==> src/logic/dpcm_consts.svh <==
// Constants for the dual-port burst counter and mailbox block
`ifndef DPCM_CONSTS_SVH
`define DPCM_CONSTS_SVH
`define DPCM_ADDR_W 18
`define DPCM_MBOX_RIGHT 18'h3ffff
`define DPCM_MBOX_LEFT 18'h3fffe
`define DPCM_MASK_RST 18'h3ffff
`define DPCM_CNT_RST 18'h00000
`define DPCM_MIRROR_RST 18'h00000
`define DPCM_PORT_L 0
`define DPCM_PORT_R 1
`endif

==> src/logic/dpcm_pkg.sv <==
// Types and shared decode for the dual-port burst counter and mailbox block
`include "dpcm_consts.svh"
package dpcm_pkg;

	typedef logic [`DPCM_ADDR_W-1:0] dpcm_addr_t;

	typedef enum logic [3:0] {
		DPCM_OP_CNT_RST  = 4'b0000,
		DPCM_OP_CNT_LOAD = 4'b0001,
		DPCM_OP_CNT_RDBK = 4'b0010,
		DPCM_OP_CNT_INC  = 4'b0011,
		DPCM_OP_CNT_HOLD = 4'b0100,
		DPCM_OP_MSK_RST  = 4'b0101,
		DPCM_OP_MSK_LOAD = 4'b0110,
		DPCM_OP_MSK_RDBK = 4'b0111,
		DPCM_OP_RSVD     = 4'b1000
	} dpcm_op_t;

	typedef struct packed {
		dpcm_addr_t cnt;
		dpcm_addr_t mask;
		dpcm_addr_t mirror;
		logic       wrap_n;
		dpcm_addr_t rb_data;
		logic       rb_oe_n;
		logic       dq_float;
		logic       arr_we;
		logic       arr_re;
	} dpcm_port_t;

	typedef struct packed {
		dpcm_port_t [1:0] port;
	} dpcm_top_st_t;

	typedef struct packed {
		logic [1:0] flag_n;
	} dpcm_mbox_st_t;

	// Clear beats strobe and enable; the select picks counter or mask
	function automatic dpcm_op_t dpcm_decode(
		input logic sel,
		input logic clr_n,
		input logic ads_n,
		input logic en_n
	);
		dpcm_op_t op;
		op = DPCM_OP_RSVD;
		if (sel && !clr_n)
			op = DPCM_OP_CNT_RST;
		else if (sel)
			op = ads_n ? (en_n ? DPCM_OP_CNT_HOLD : DPCM_OP_CNT_INC)
			           : (en_n ? DPCM_OP_CNT_RDBK : DPCM_OP_CNT_LOAD);
		else if (!clr_n)
			op = DPCM_OP_MSK_RST;
		else if (!ads_n)
			op = en_n ? DPCM_OP_MSK_RDBK : DPCM_OP_MSK_LOAD;
		return op;
	endfunction : dpcm_decode

endpackage : dpcm_pkg

==> src/logic/dpcm_port_access.sv <==
// Access qualification and mailbox hit detection for one port
`timescale 1ns/100ps
module dpcm_port_access
	import dpcm_pkg::*;
(
	input  wire logic       read_not_write_i,
	input  wire logic       chip_select_low_active_n_i,
	input  wire logic       chip_select_high_active_i,
	input  wire logic       byte_lane_enable_lo_n_i,
	input  wire logic       byte_lane_enable_hi_n_i,
	input  wire logic       access_ok_i,
	input  wire dpcm_addr_t eff_addr_i,
	input  wire dpcm_addr_t own_box_i,
	input  wire dpcm_addr_t other_box_i,
	output logic            enabled_o,
	output logic            write_o,
	output logic            read_o,
	output logic            wr_other_box_o,
	output logic            rd_own_box_o
);
	logic lane_w;

	// A cycle with no byte lane moves nothing and touches no flag
	assign lane_w         = !byte_lane_enable_lo_n_i || !byte_lane_enable_hi_n_i;
	assign enabled_o      = !chip_select_low_active_n_i && chip_select_high_active_i;
	assign write_o        = enabled_o && lane_w && access_ok_i && !read_not_write_i;
	assign read_o         = enabled_o && lane_w && access_ok_i && read_not_write_i;
	assign wr_other_box_o = write_o && (eff_addr_i == other_box_i);
	assign rd_own_box_o   = read_o && (eff_addr_i == own_box_i);
endmodule : dpcm_port_access

==> src/logic/dpcm_mailbox.sv <==
// Mailbox flags shared by the two ports
`timescale 1ns/100ps
module dpcm_mailbox
	import dpcm_pkg::*;
(
	input  wire logic       ref_clk_i,
	input  wire logic       resetn_i,
	input  wire logic       ce_i,
	input  wire logic [1:0] set_i,
	input  wire logic [1:0] clr_i,
	output logic      [1:0] flag_n_o
);
	dpcm_mbox_st_t st_r;
	dpcm_mbox_st_t st_nxt;

	// A message landing as the owner reads keeps the flag low
	always_comb
	begin
		st_nxt = st_r;
		for (int i = 0; i < 2; i++)
		begin
			if (set_i[i])
				st_nxt.flag_n[i] = 1'b0;
			else if (clr_i[i])
				st_nxt.flag_n[i] = 1'b1;
		end
	end

	always_ff @(posedge ref_clk_i or negedge resetn_i)
	begin
		if (!resetn_i)
			st_r <= '{flag_n: 2'h3};
		else if (ce_i)
			st_r <= st_nxt;
	end

	assign flag_n_o = st_r.flag_n;
endmodule : dpcm_mailbox

==> src/logic/dpcm_top.sv <==
// Burst counters, mask and mirror registers and mailbox flags of both ports
`timescale 1ns/100ps
// Overview of operation
// - Global reset zeroes counters, sets masks ones.
// - Global reset drives all flags high.
// - Top word right mailbox, next left.
// - Writing other port's mailbox drives its flag low.
// - Owner reading own mailbox returns flag high unless other port writes it same cycle.
// - Flags follow the acting port's edge directly.
// - Wrong-owner read or write leaves flag alone.
// - Counter controls on clock, ignore chip selects.
// - Counter clear with select high wins.
// - Counter reset clears unmasked counter, mirror bits.
// - Load puts address into counter.
// - Mirror holds last loaded counter value, less unmasked bits a counter reset clears.
// - Increment advances counter, array uses counter.
// - Only unmasked bits count; masked bit0 steps two.
// - Counter readback drives counter on address.
// - Hold keeps all three registers.
// - Mask reset sets mask all ones.
// - Mask load takes address; mask otherwise stable except at mask reset.
// - Mask readback drives mask on address.
// - Increment reloads counter from mirror at wrap.
// - All unmasked ones wraps to mirror value.
// - Wrap flag low after increment reaches all-ones; loads, resets set high.
// - Readback shows next edge; data lines float only if the port is enabled.
module dpcm_top
	import dpcm_pkg::*;
(
	input  wire logic       ref_clk_i,
	input  wire logic       resetn_i,
	input  wire logic       ce_i,

	// Left port, index 0
	input  wire logic       l_read_not_write_i,
	input  wire logic       l_chip_select_low_active_n_i,
	input  wire logic       l_chip_select_high_active_i,
	input  wire logic       l_byte_lane_enable_lo_n_i,
	input  wire logic       l_byte_lane_enable_hi_n_i,
	input  wire logic       l_counter_or_mask_sel_i,
	input  wire logic       l_counter_clear_n_i,
	input  wire logic       l_address_strobe_n_i,
	input  wire logic       l_count_enable_n_i,
	input  wire dpcm_addr_t l_addr_i,
	output dpcm_addr_t      l_addr_o,
	output logic            l_addr_oe_n_o,
	output logic            l_dq_float_o,
	output dpcm_addr_t      l_array_addr_o,
	output logic            l_array_we_o,
	output logic            l_array_re_o,
	output logic            l_mailbox_flag_n_o,
	output logic            l_wrap_flag_n_o,

	// Right port, index 1
	input  wire logic       r_read_not_write_i,
	input  wire logic       r_chip_select_low_active_n_i,
	input  wire logic       r_chip_select_high_active_i,
	input  wire logic       r_byte_lane_enable_lo_n_i,
	input  wire logic       r_byte_lane_enable_hi_n_i,
	input  wire logic       r_counter_or_mask_sel_i,
	input  wire logic       r_counter_clear_n_i,
	input  wire logic       r_address_strobe_n_i,
	input  wire logic       r_count_enable_n_i,
	input  wire dpcm_addr_t r_addr_i,
	output dpcm_addr_t      r_addr_o,
	output logic            r_addr_oe_n_o,
	output logic            r_dq_float_o,
	output dpcm_addr_t      r_array_addr_o,
	output logic            r_array_we_o,
	output logic            r_array_re_o,
	output logic            r_mailbox_flag_n_o,
	output logic            r_wrap_flag_n_o
);

	dpcm_top_st_t     st_r;
	dpcm_top_st_t     st_nxt;

	logic       [1:0] rnw_w;
	logic       [1:0] cs_lo_n_w;
	logic       [1:0] cs_hi_w;
	logic       [1:0] be_lo_n_w;
	logic       [1:0] be_hi_n_w;
	logic       [1:0] sel_w;
	logic       [1:0] clr_n_w;
	logic       [1:0] ads_n_w;
	logic       [1:0] en_n_w;
	dpcm_addr_t [1:0] addr_w;

	dpcm_op_t   [1:0] op_w;
	dpcm_addr_t [1:0] cnt_next_w;
	logic       [1:0] access_ok_w;
	logic       [1:0] enabled_w;
	logic       [1:0] write_w;
	logic       [1:0] read_w;
	logic       [1:0] wr_other_w;
	logic       [1:0] rd_own_w;
	logic       [1:0] mbox_set_w;
	logic       [1:0] mbox_flag_n_w;
	dpcm_addr_t [1:0] own_box_w;
	dpcm_addr_t [1:0] other_box_w;

	// Left port is index 0, right port index 1
	assign rnw_w     = {r_read_not_write_i, l_read_not_write_i};
	assign cs_lo_n_w = {r_chip_select_low_active_n_i, l_chip_select_low_active_n_i};
	assign cs_hi_w   = {r_chip_select_high_active_i, l_chip_select_high_active_i};
	assign be_lo_n_w = {r_byte_lane_enable_lo_n_i, l_byte_lane_enable_lo_n_i};
	assign be_hi_n_w = {r_byte_lane_enable_hi_n_i, l_byte_lane_enable_hi_n_i};
	assign sel_w     = {r_counter_or_mask_sel_i, l_counter_or_mask_sel_i};
	assign clr_n_w   = {r_counter_clear_n_i, l_counter_clear_n_i};
	assign ads_n_w   = {r_address_strobe_n_i, l_address_strobe_n_i};
	assign en_n_w    = {r_count_enable_n_i, l_count_enable_n_i};
	assign addr_w    = {r_addr_i, l_addr_i};

	// Mailbox words sit at the top two addresses of the array
	assign own_box_w   = {`DPCM_MBOX_RIGHT, `DPCM_MBOX_LEFT};
	assign other_box_w = {`DPCM_MBOX_LEFT, `DPCM_MBOX_RIGHT};

	// True when every unmasked bit of the value is one
	function automatic logic f_top_of_range(
		input dpcm_addr_t value,
		input dpcm_addr_t mask
	);
		return (value & mask) == mask;
	endfunction : f_top_of_range

	// Masked bits are forced to one so the carry skips them
	function automatic dpcm_addr_t f_increment(
		input dpcm_addr_t cnt,
		input dpcm_addr_t mask,
		input dpcm_addr_t mirror
	);
		dpcm_addr_t bumped;
		bumped = dpcm_addr_t'((cnt | ~mask) + 1'b1);
		if (f_top_of_range(cnt, mask))
			return mirror;
		return (cnt & ~mask) | (bumped & mask);
	endfunction : f_increment

	// Counter value after this edge; also the address the array sees
	function automatic dpcm_addr_t f_cnt_next(
		input dpcm_op_t   op,
		input dpcm_addr_t cnt,
		input dpcm_addr_t mask,
		input dpcm_addr_t mirror,
		input dpcm_addr_t addr
	);
		dpcm_addr_t res;
		res = cnt;
		unique case (op)
			DPCM_OP_CNT_RST:  res = cnt & ~mask;
			DPCM_OP_CNT_LOAD: res = addr;
			DPCM_OP_CNT_INC:  res = f_increment(cnt, mask, mirror);
			DPCM_OP_CNT_RDBK,
			DPCM_OP_CNT_HOLD,
			DPCM_OP_MSK_RST,
			DPCM_OP_MSK_LOAD,
			DPCM_OP_MSK_RDBK,
			DPCM_OP_RSVD:     res = cnt;
		endcase
		return res;
	endfunction : f_cnt_next

	// Readback turns the address lines around, so no array access goes with it
	function automatic logic f_is_readback(
		input dpcm_op_t op
	);
		return (op == DPCM_OP_CNT_RDBK) || (op == DPCM_OP_MSK_RDBK);
	endfunction : f_is_readback

	// Any load or reset clears the wrap flag; hold and readback keep it
	function automatic logic f_wrap_next(
		input dpcm_op_t   op,
		input dpcm_addr_t cnt_next,
		input dpcm_addr_t mask,
		input logic       wrap_n
	);
		logic res;
		res = wrap_n;
		unique case (op)
			DPCM_OP_CNT_INC:  res = !f_top_of_range(cnt_next, mask);
			DPCM_OP_CNT_RST,
			DPCM_OP_CNT_LOAD,
			DPCM_OP_MSK_RST,
			DPCM_OP_MSK_LOAD: res = 1'b1;
			DPCM_OP_CNT_RDBK,
			DPCM_OP_CNT_HOLD,
			DPCM_OP_MSK_RDBK,
			DPCM_OP_RSVD:     res = wrap_n;
		endcase
		return res;
	endfunction : f_wrap_next

	// Readback drives the address lines; DQ floats only while the port is enabled
	function automatic dpcm_port_t f_readback(
		input dpcm_port_t cur,
		input dpcm_addr_t value,
		input logic       enabled
	);
		dpcm_port_t res;
		res          = cur;
		res.rb_data  = value;
		res.rb_oe_n  = 1'b0;
		res.dq_float = enabled;
		return res;
	endfunction : f_readback

	// Controls are sampled here with no chip select term at all
	assign op_w[0] = dpcm_decode(sel_w[0], clr_n_w[0], ads_n_w[0], en_n_w[0]);
	assign op_w[1] = dpcm_decode(sel_w[1], clr_n_w[1], ads_n_w[1], en_n_w[1]);

	genvar g;
	generate
		for (g = 0; g < 2; g++)
		begin : g_port
			assign cnt_next_w[g] = f_cnt_next(op_w[g], st_r.port[g].cnt,
			                                  st_r.port[g].mask,
			                                  st_r.port[g].mirror, addr_w[g]);

			// Address lines carry no access address during readback
			assign access_ok_w[g] = !f_is_readback(op_w[g]);

			dpcm_port_access u_access (
				.read_not_write_i           (rnw_w[g]),
				.chip_select_low_active_n_i (cs_lo_n_w[g]),
				.chip_select_high_active_i  (cs_hi_w[g]),
				.byte_lane_enable_lo_n_i    (be_lo_n_w[g]),
				.byte_lane_enable_hi_n_i    (be_hi_n_w[g]),
				.access_ok_i                (access_ok_w[g]),
				.eff_addr_i                 (cnt_next_w[g]),
				.own_box_i                  (own_box_w[g]),
				.other_box_i                (other_box_w[g]),
				.enabled_o                  (enabled_w[g]),
				.write_o                    (write_w[g]),
				.read_o                     (read_w[g]),
				.wr_other_box_o             (wr_other_w[g]),
				.rd_own_box_o               (rd_own_w[g])
			);
		end
	endgenerate

	// A write by one port to the other port's mailbox drives that port's flag low
	assign mbox_set_w = {wr_other_w[0], wr_other_w[1]};

	dpcm_mailbox u_mailbox (
		.ref_clk_i (ref_clk_i),
		.resetn_i  (resetn_i),
		.ce_i      (ce_i),
		.set_i     (mbox_set_w),
		.clr_i     (rd_own_w),
		.flag_n_o  (mbox_flag_n_w)
	);

	always_comb
	begin
		st_nxt = st_r;
		for (int i = 0; i < 2; i++)
		begin
			st_nxt.port[i].cnt     = cnt_next_w[i];
			st_nxt.port[i].rb_oe_n = 1'b1;
			st_nxt.port[i].dq_float = 1'b0;
			st_nxt.port[i].arr_we  = write_w[i];
			st_nxt.port[i].arr_re  = read_w[i];
			st_nxt.port[i].wrap_n  = f_wrap_next(op_w[i], cnt_next_w[i], st_r.port[i].mask,
			                                     st_r.port[i].wrap_n);
			unique case (op_w[i])
				DPCM_OP_CNT_RST:
				begin
					st_nxt.port[i].mirror = st_r.port[i].mirror & ~st_r.port[i].mask;
				end
				DPCM_OP_CNT_LOAD:
				begin
					st_nxt.port[i].mirror = addr_w[i];
				end
				DPCM_OP_CNT_RDBK:
				begin
					st_nxt.port[i] = f_readback(st_nxt.port[i], st_r.port[i].cnt,
					                            enabled_w[i]);
				end
				DPCM_OP_CNT_INC,
				DPCM_OP_CNT_HOLD:
				begin
					st_nxt.port[i].mask = st_r.port[i].mask;
				end
				DPCM_OP_MSK_RST:
				begin
					st_nxt.port[i].mask   = `DPCM_MASK_RST;
				end
				DPCM_OP_MSK_LOAD:
				begin
					st_nxt.port[i].mask   = addr_w[i];
				end
				DPCM_OP_MSK_RDBK:
				begin
					st_nxt.port[i] = f_readback(st_nxt.port[i], st_r.port[i].mask,
					                            enabled_w[i]);
				end
				DPCM_OP_RSVD:
				begin
					// Undefined code: treated as a hold so nothing is disturbed
					st_nxt.port[i].mask = st_r.port[i].mask;
				end
			endcase
		end
	end

	// The reset value is a constant; the global reset needs no clock edge
	always_ff @(posedge ref_clk_i or negedge resetn_i)
	begin
		if (!resetn_i)
		begin
			for (int i = 0; i < 2; i++)
			begin
				st_r.port[i].cnt      <= `DPCM_CNT_RST;
				st_r.port[i].mask     <= `DPCM_MASK_RST;
				st_r.port[i].mirror   <= `DPCM_MIRROR_RST;
				st_r.port[i].wrap_n   <= 1'b1;
				st_r.port[i].rb_data  <= `DPCM_CNT_RST;
				st_r.port[i].rb_oe_n  <= 1'b1;
				st_r.port[i].dq_float <= 1'b0;
				st_r.port[i].arr_we   <= 1'b0;
				st_r.port[i].arr_re   <= 1'b0;
			end
		end
		else if (ce_i)
		begin
			st_r <= st_nxt;
		end
	end

	assign l_addr_o           = st_r.port[`DPCM_PORT_L].rb_data;
	assign l_addr_oe_n_o      = st_r.port[`DPCM_PORT_L].rb_oe_n;
	assign l_dq_float_o       = st_r.port[`DPCM_PORT_L].dq_float;
	assign l_array_addr_o     = st_r.port[`DPCM_PORT_L].cnt;
	assign l_array_we_o       = st_r.port[`DPCM_PORT_L].arr_we;
	assign l_array_re_o       = st_r.port[`DPCM_PORT_L].arr_re;
	assign l_mailbox_flag_n_o = mbox_flag_n_w[`DPCM_PORT_L];
	assign l_wrap_flag_n_o    = st_r.port[`DPCM_PORT_L].wrap_n;

	assign r_addr_o           = st_r.port[`DPCM_PORT_R].rb_data;
	assign r_addr_oe_n_o      = st_r.port[`DPCM_PORT_R].rb_oe_n;
	assign r_dq_float_o       = st_r.port[`DPCM_PORT_R].dq_float;
	assign r_array_addr_o     = st_r.port[`DPCM_PORT_R].cnt;
	assign r_array_we_o       = st_r.port[`DPCM_PORT_R].arr_we;
	assign r_array_re_o       = st_r.port[`DPCM_PORT_R].arr_re;
	assign r_mailbox_flag_n_o = mbox_flag_n_w[`DPCM_PORT_R];
	assign r_wrap_flag_n_o    = st_r.port[`DPCM_PORT_R].wrap_n;

endmodule : dpcm_top

==> config.mk <==
export PLATFORM = sky130hd
export DESIGN_NAME = dpcm_top
export DESIGN_NICKNAME = d
export VERILOG_FILES = /design/src/logic/dpcm_pkg.sv /design/src/logic/dpcm_port_access.sv /design/src/logic/dpcm_mailbox.sv /design/src/logic/dpcm_top.sv
export VERILOG_INCLUDE_DIRS = /design/src /design/src/logic
export SDC_FILE = /design/constraint.sdc
export NUM_CORES = 1
export LEC_CHECK = 0
export ABC_AREA = 1
export BUFFER_PORTS_ARGS = -buffer_cell sky130_fd_sc_hd__buf_2
export CORE_ASPECT_RATIO = 0.8
export CORE_UTILIZATION = 50
export DETAILED_ROUTE_END_ITERATION = 8
export GPL_TIMING_DRIVEN = 0
export PLACE_DENSITY = 0.78
export SETUP_SLACK_MARGIN = 0.02
export SLEW_MARGIN = 25
export SYNTH_ARGS = -nofsm -noshare
export SYNTH_HDL_FRONTEND = slang
export SYNTH_SLANG_ARGS = --single-unit
export TNS_END_PERCENT = 5
==> constraint.sdc <==
create_clock -name ref_clk_i -period 7.05 [get_ports ref_clk_i]
set_input_delay 1.41 -clock ref_clk_i [delete_from_list [all_inputs] [get_ports ref_clk_i]]
set_output_delay 1.41 -clock ref_clk_i [all_outputs]
set_load 0.01 [all_outputs]
==> impl_metrics.py <==
metrics = {
    "synthesis": {
        "yosys_warnings": 0,
        "synth_area_leaders": "dfrtp_1 27%, nand2_1 15%, dfstp_2 10%",
        "synth-seq-cells": 156,
        "synth-seq-area-share_pct": 37.4,
        "synth_edf_count": 0,
        "synth_top_area_share_pct": 26.9,
        "synth_cells": 1533,
        "async_reset_ff_share_pct": 100,
        "synthDistinctLibCells": 44,
        "syn_area_mm2": 0.0106,
        "ys_dominant_reg_cell": "dfrtp_1",
        "yosysTopAreaCell": "dfrtp_1",
        "syn_avg_cell_area_um2": 6.91,
        "synth_nets": 1602,
    },
    "placed_design": {
        "place_inst": 1943,
        "port_buffers": 139,
        "dpl.hpwl_mm": 30.1,
        "place.gp.congestion": 1.01,
        "post_dp_cell_area_mm2": 0.0117,
    },
    "final_layout": {
        "fin_nets": 1762,
        "final_util_pct": 59.2,
        "area_growth_pct": 15.8,
        "finalNonFillerCells": 1975,
        "antenna_cells": 0,
        "fin_area_mm2": 0.0123,
        "drive_above_1_share_pct": 20.8,
    },
    "grt": {
        "grt_pass1_vias": 10689,
        "grt_first_pass_wirelength_mm": 62.4,
        "grt_overflow": 0,
        "grt_usage_pct": 38.4,
        "grt_start_max_net_pins": 67,
        "antenna_found_initial": 0,
    },
    "timing": {
        "drv_slew": 0,
        "hold_viol_final": 0,
        "fin_crit_ps": 4040,
        "setup_viol_count_final": 0,
        "clock_skew_ps": 15.7,
        "worst_pin_slew_ps": 981,
        "slew_headroom_pct": 34.6,
        "fin_crit_sh_pct": 57.4,
        "setup-tns-final_ps": 0,
        "holdWs_ps": 474,
        "fmax_mhz": 247,
        "rsz0062_at_grt": "no",
    },
    "cts": {
        "cts.htree.levels": 4,
        "clkTransAtPathRegs_ps": 70,
        "clock_sinks": 156,
        "clk_path_buf_depth": 2,
        "clk_latency_ps": 450,
        "cts_inserted_buffers": 17,
        "root_buffer": "clkbuf_16",
        "cts_hold_buffers": 0,
        "cts_resized": 0,
        "cts_tree": "built",
        "post-cts-setup-buffers": 0,
    },
    "setup_path": {
        "cpMaxStageDelayCell": "a21oi_1",
        "critPathMaxStageDelay_ps": 800,
        "worstPathCellList": "buf_2, inv_1, ha_1, nand2_1, nand3_2, inv_2, nand3_1, clkbuf_1, a21oi_1, clkbuf_1, o21ai_0, o21ai_0",
        "r2r_cells": 18,
        "worstPathRequired_ps": 7400,
        "cp.arrival_ps": 4400,
        "start_kind": "input pin",
        "critical_path_class": "in -> reg",
        "path_max_fanout": 10,
        "cp-end-kind": "register",
    },
    "floorplanning": {
        "coreArea_mm2": 0.0207,
        "dieArea_mm2": 0.0218,
        "ioPinCount": 141,
        "initial_utilization_pct": 51.2,
        "die_w_um": 165,
        "fp-row-count": 47,
        "dieHeight_um": 132,
    },
    "detailed_routing": {
        "wire_per_inst_um": 20.6,
        "drtIter0Drc": 1929,
        "finalWirelength_mm": 40.8,
        "drtPass1Iterations": 7,
        "viasPerCell": 5.94,
        "num_vias": 11732,
        "route.detailed.drc": 0,
        "ant_nets": 0,
    },
    "run": {
        "drv_cap": 0,
    },
    "min_path": {
        "hp-class": "reg -> reg",
        "hold_depth": 2,
    },
    "power_and_ir_drop": {
        "ir_worst_vdd_mv": 0.172,
        "cellPowerDensity_mw_per_mm2": 279,
        "leakagePower_nw": 6.34,
    },
    "run_status": {
        "status": "finished, final reports clean",
    },
}
[through the flow]
| step | power [mW] | setup slack [ps] |
|---|---|---|
| 2_1_floorplan | 2.01 | 3780 |
| 3_3_place_gp | 2.40 | 2130 |
| 3_5_place_dp | 2.43 | 2780 |
| 4_1_cts | 3.38 | 3200 |
| 5_1_grt | 3.58 | 2890 |
| 6_report | 3.43 | 3010 |
[per-layer routing]
| metal | part of all wire [%] | track usage, % | vias up | routed length (µm) |
|---|---|---|---|---|
| met1 | 43 | 59.4 | 5475 | 17700 |
| li1 | - | - | 5317 | - |
| met5 | 0 | 0 | - | 0 |
| met4 | 2.1 | 10.5 | 0 | 864 |
| met2 | 39 | 49.8 | 858 | 15900 |
| met3 | 16 | 13.0 | 82 | 6350 |
[where the power goes]
group	total [mW]	switching, mW	internal [mW]
Clock	0.952	0.446	0.506
Sequential	1.27	0.159	1.11
Combinational	1.21	0.802	0.403
Total	3.43	1.41	2.02
[worst max-delay path: cells and delay by family]
kind,cells,cell delay (ps)
buffers and inverters,5,1160
adder cells (fa/ha/maj),1,280
AO/OA/AOI/OAI,3,1140
AND/OR/NAND/NOR,3,380
[cell usage after synthesis, types with 8 or more instances]
master	n
o22ai_1	68
nand3_1	141
nand2_1	418
dfstp_2	42
o21ai_0	142
clkbuf_1	34
nor3_1	11
ha_1	12
inv_2	13
a21oi_1	59
buf_2	8
buf_4	78
inv_1	160
nor2_1	115
nand4_1	50
dfrtp_1	114
nand2_2	11
[final timing paths]
kind                                          startpoint                                 to  slack [ps]
max                                 r_address_strobe_n_i              st_r[134]$_DFFE_PN1P_        3010
min                             l_addr_o[10]$_DFFE_PN0P_           l_addr_o[10]$_DFFE_PN0P_         470
max reg2reg                l_array_addr_o[0]$_DFFE_PN0P_  u_mailbox.flag_n_o[0]$_DFFE_PN1P_        3860
min reg2reg                     l_addr_o[10]$_DFFE_PN0P_           l_addr_o[10]$_DFFE_PN0P_         470
max in group asynchronous                       resetn_i               st_r[45]$_DFFE_PN1P_        5550
min in group asynchronous                       resetn_i            r_addr_o[8]$_DFFE_PN0P_         820
[area by class of cell]
cell class / count / area (µm²)
inverters: 177 / 671
flip-flops and latches: 156 / 3960
fillers: 2050 / 8440
plain buffers: 127 / 795
multi-input cells: 1073 / 5170
clock inverters: 13 / 133
clock buffers: 19 / 443
repair buffers: 141 / 761
well taps: 269 / 337
[cell families (layout without fill, tap and decap cells)]
kind of cell    after synthesis  count (layout)  share of synthesized area [%]
simple gates                775             775                           32.7
fa+ha+maj                    12              12                           1.42
xor+xnor                      1               1                         0.0827
compound gates              285             285                           14.6
buf+inv                     304             477                           13.8
flops                       156             156                           37.4
[sequential cells by signal, summed over array words and instances (netlist names), 2 cells and up]
register and flops:
l_array_addr_o 18, l_addr_o 18, r_array_addr_o 18, u_mailbox.flag_n_o 2, st_r 72, r_addr_o 18
[cells in the final DEF, fill, tap and decap left out, types with 59 or more instances in the layout]
cell type  instances
nor2_1           115
nand3_1          141
a21oi_1           59
dfrtp_1          114
buf_4             78
o21ai_0          142
o22ai_1           68
inv_1            160
buf_2            146
nand2_1          418
Note: power is estimated with default switching activity, not from simulation.
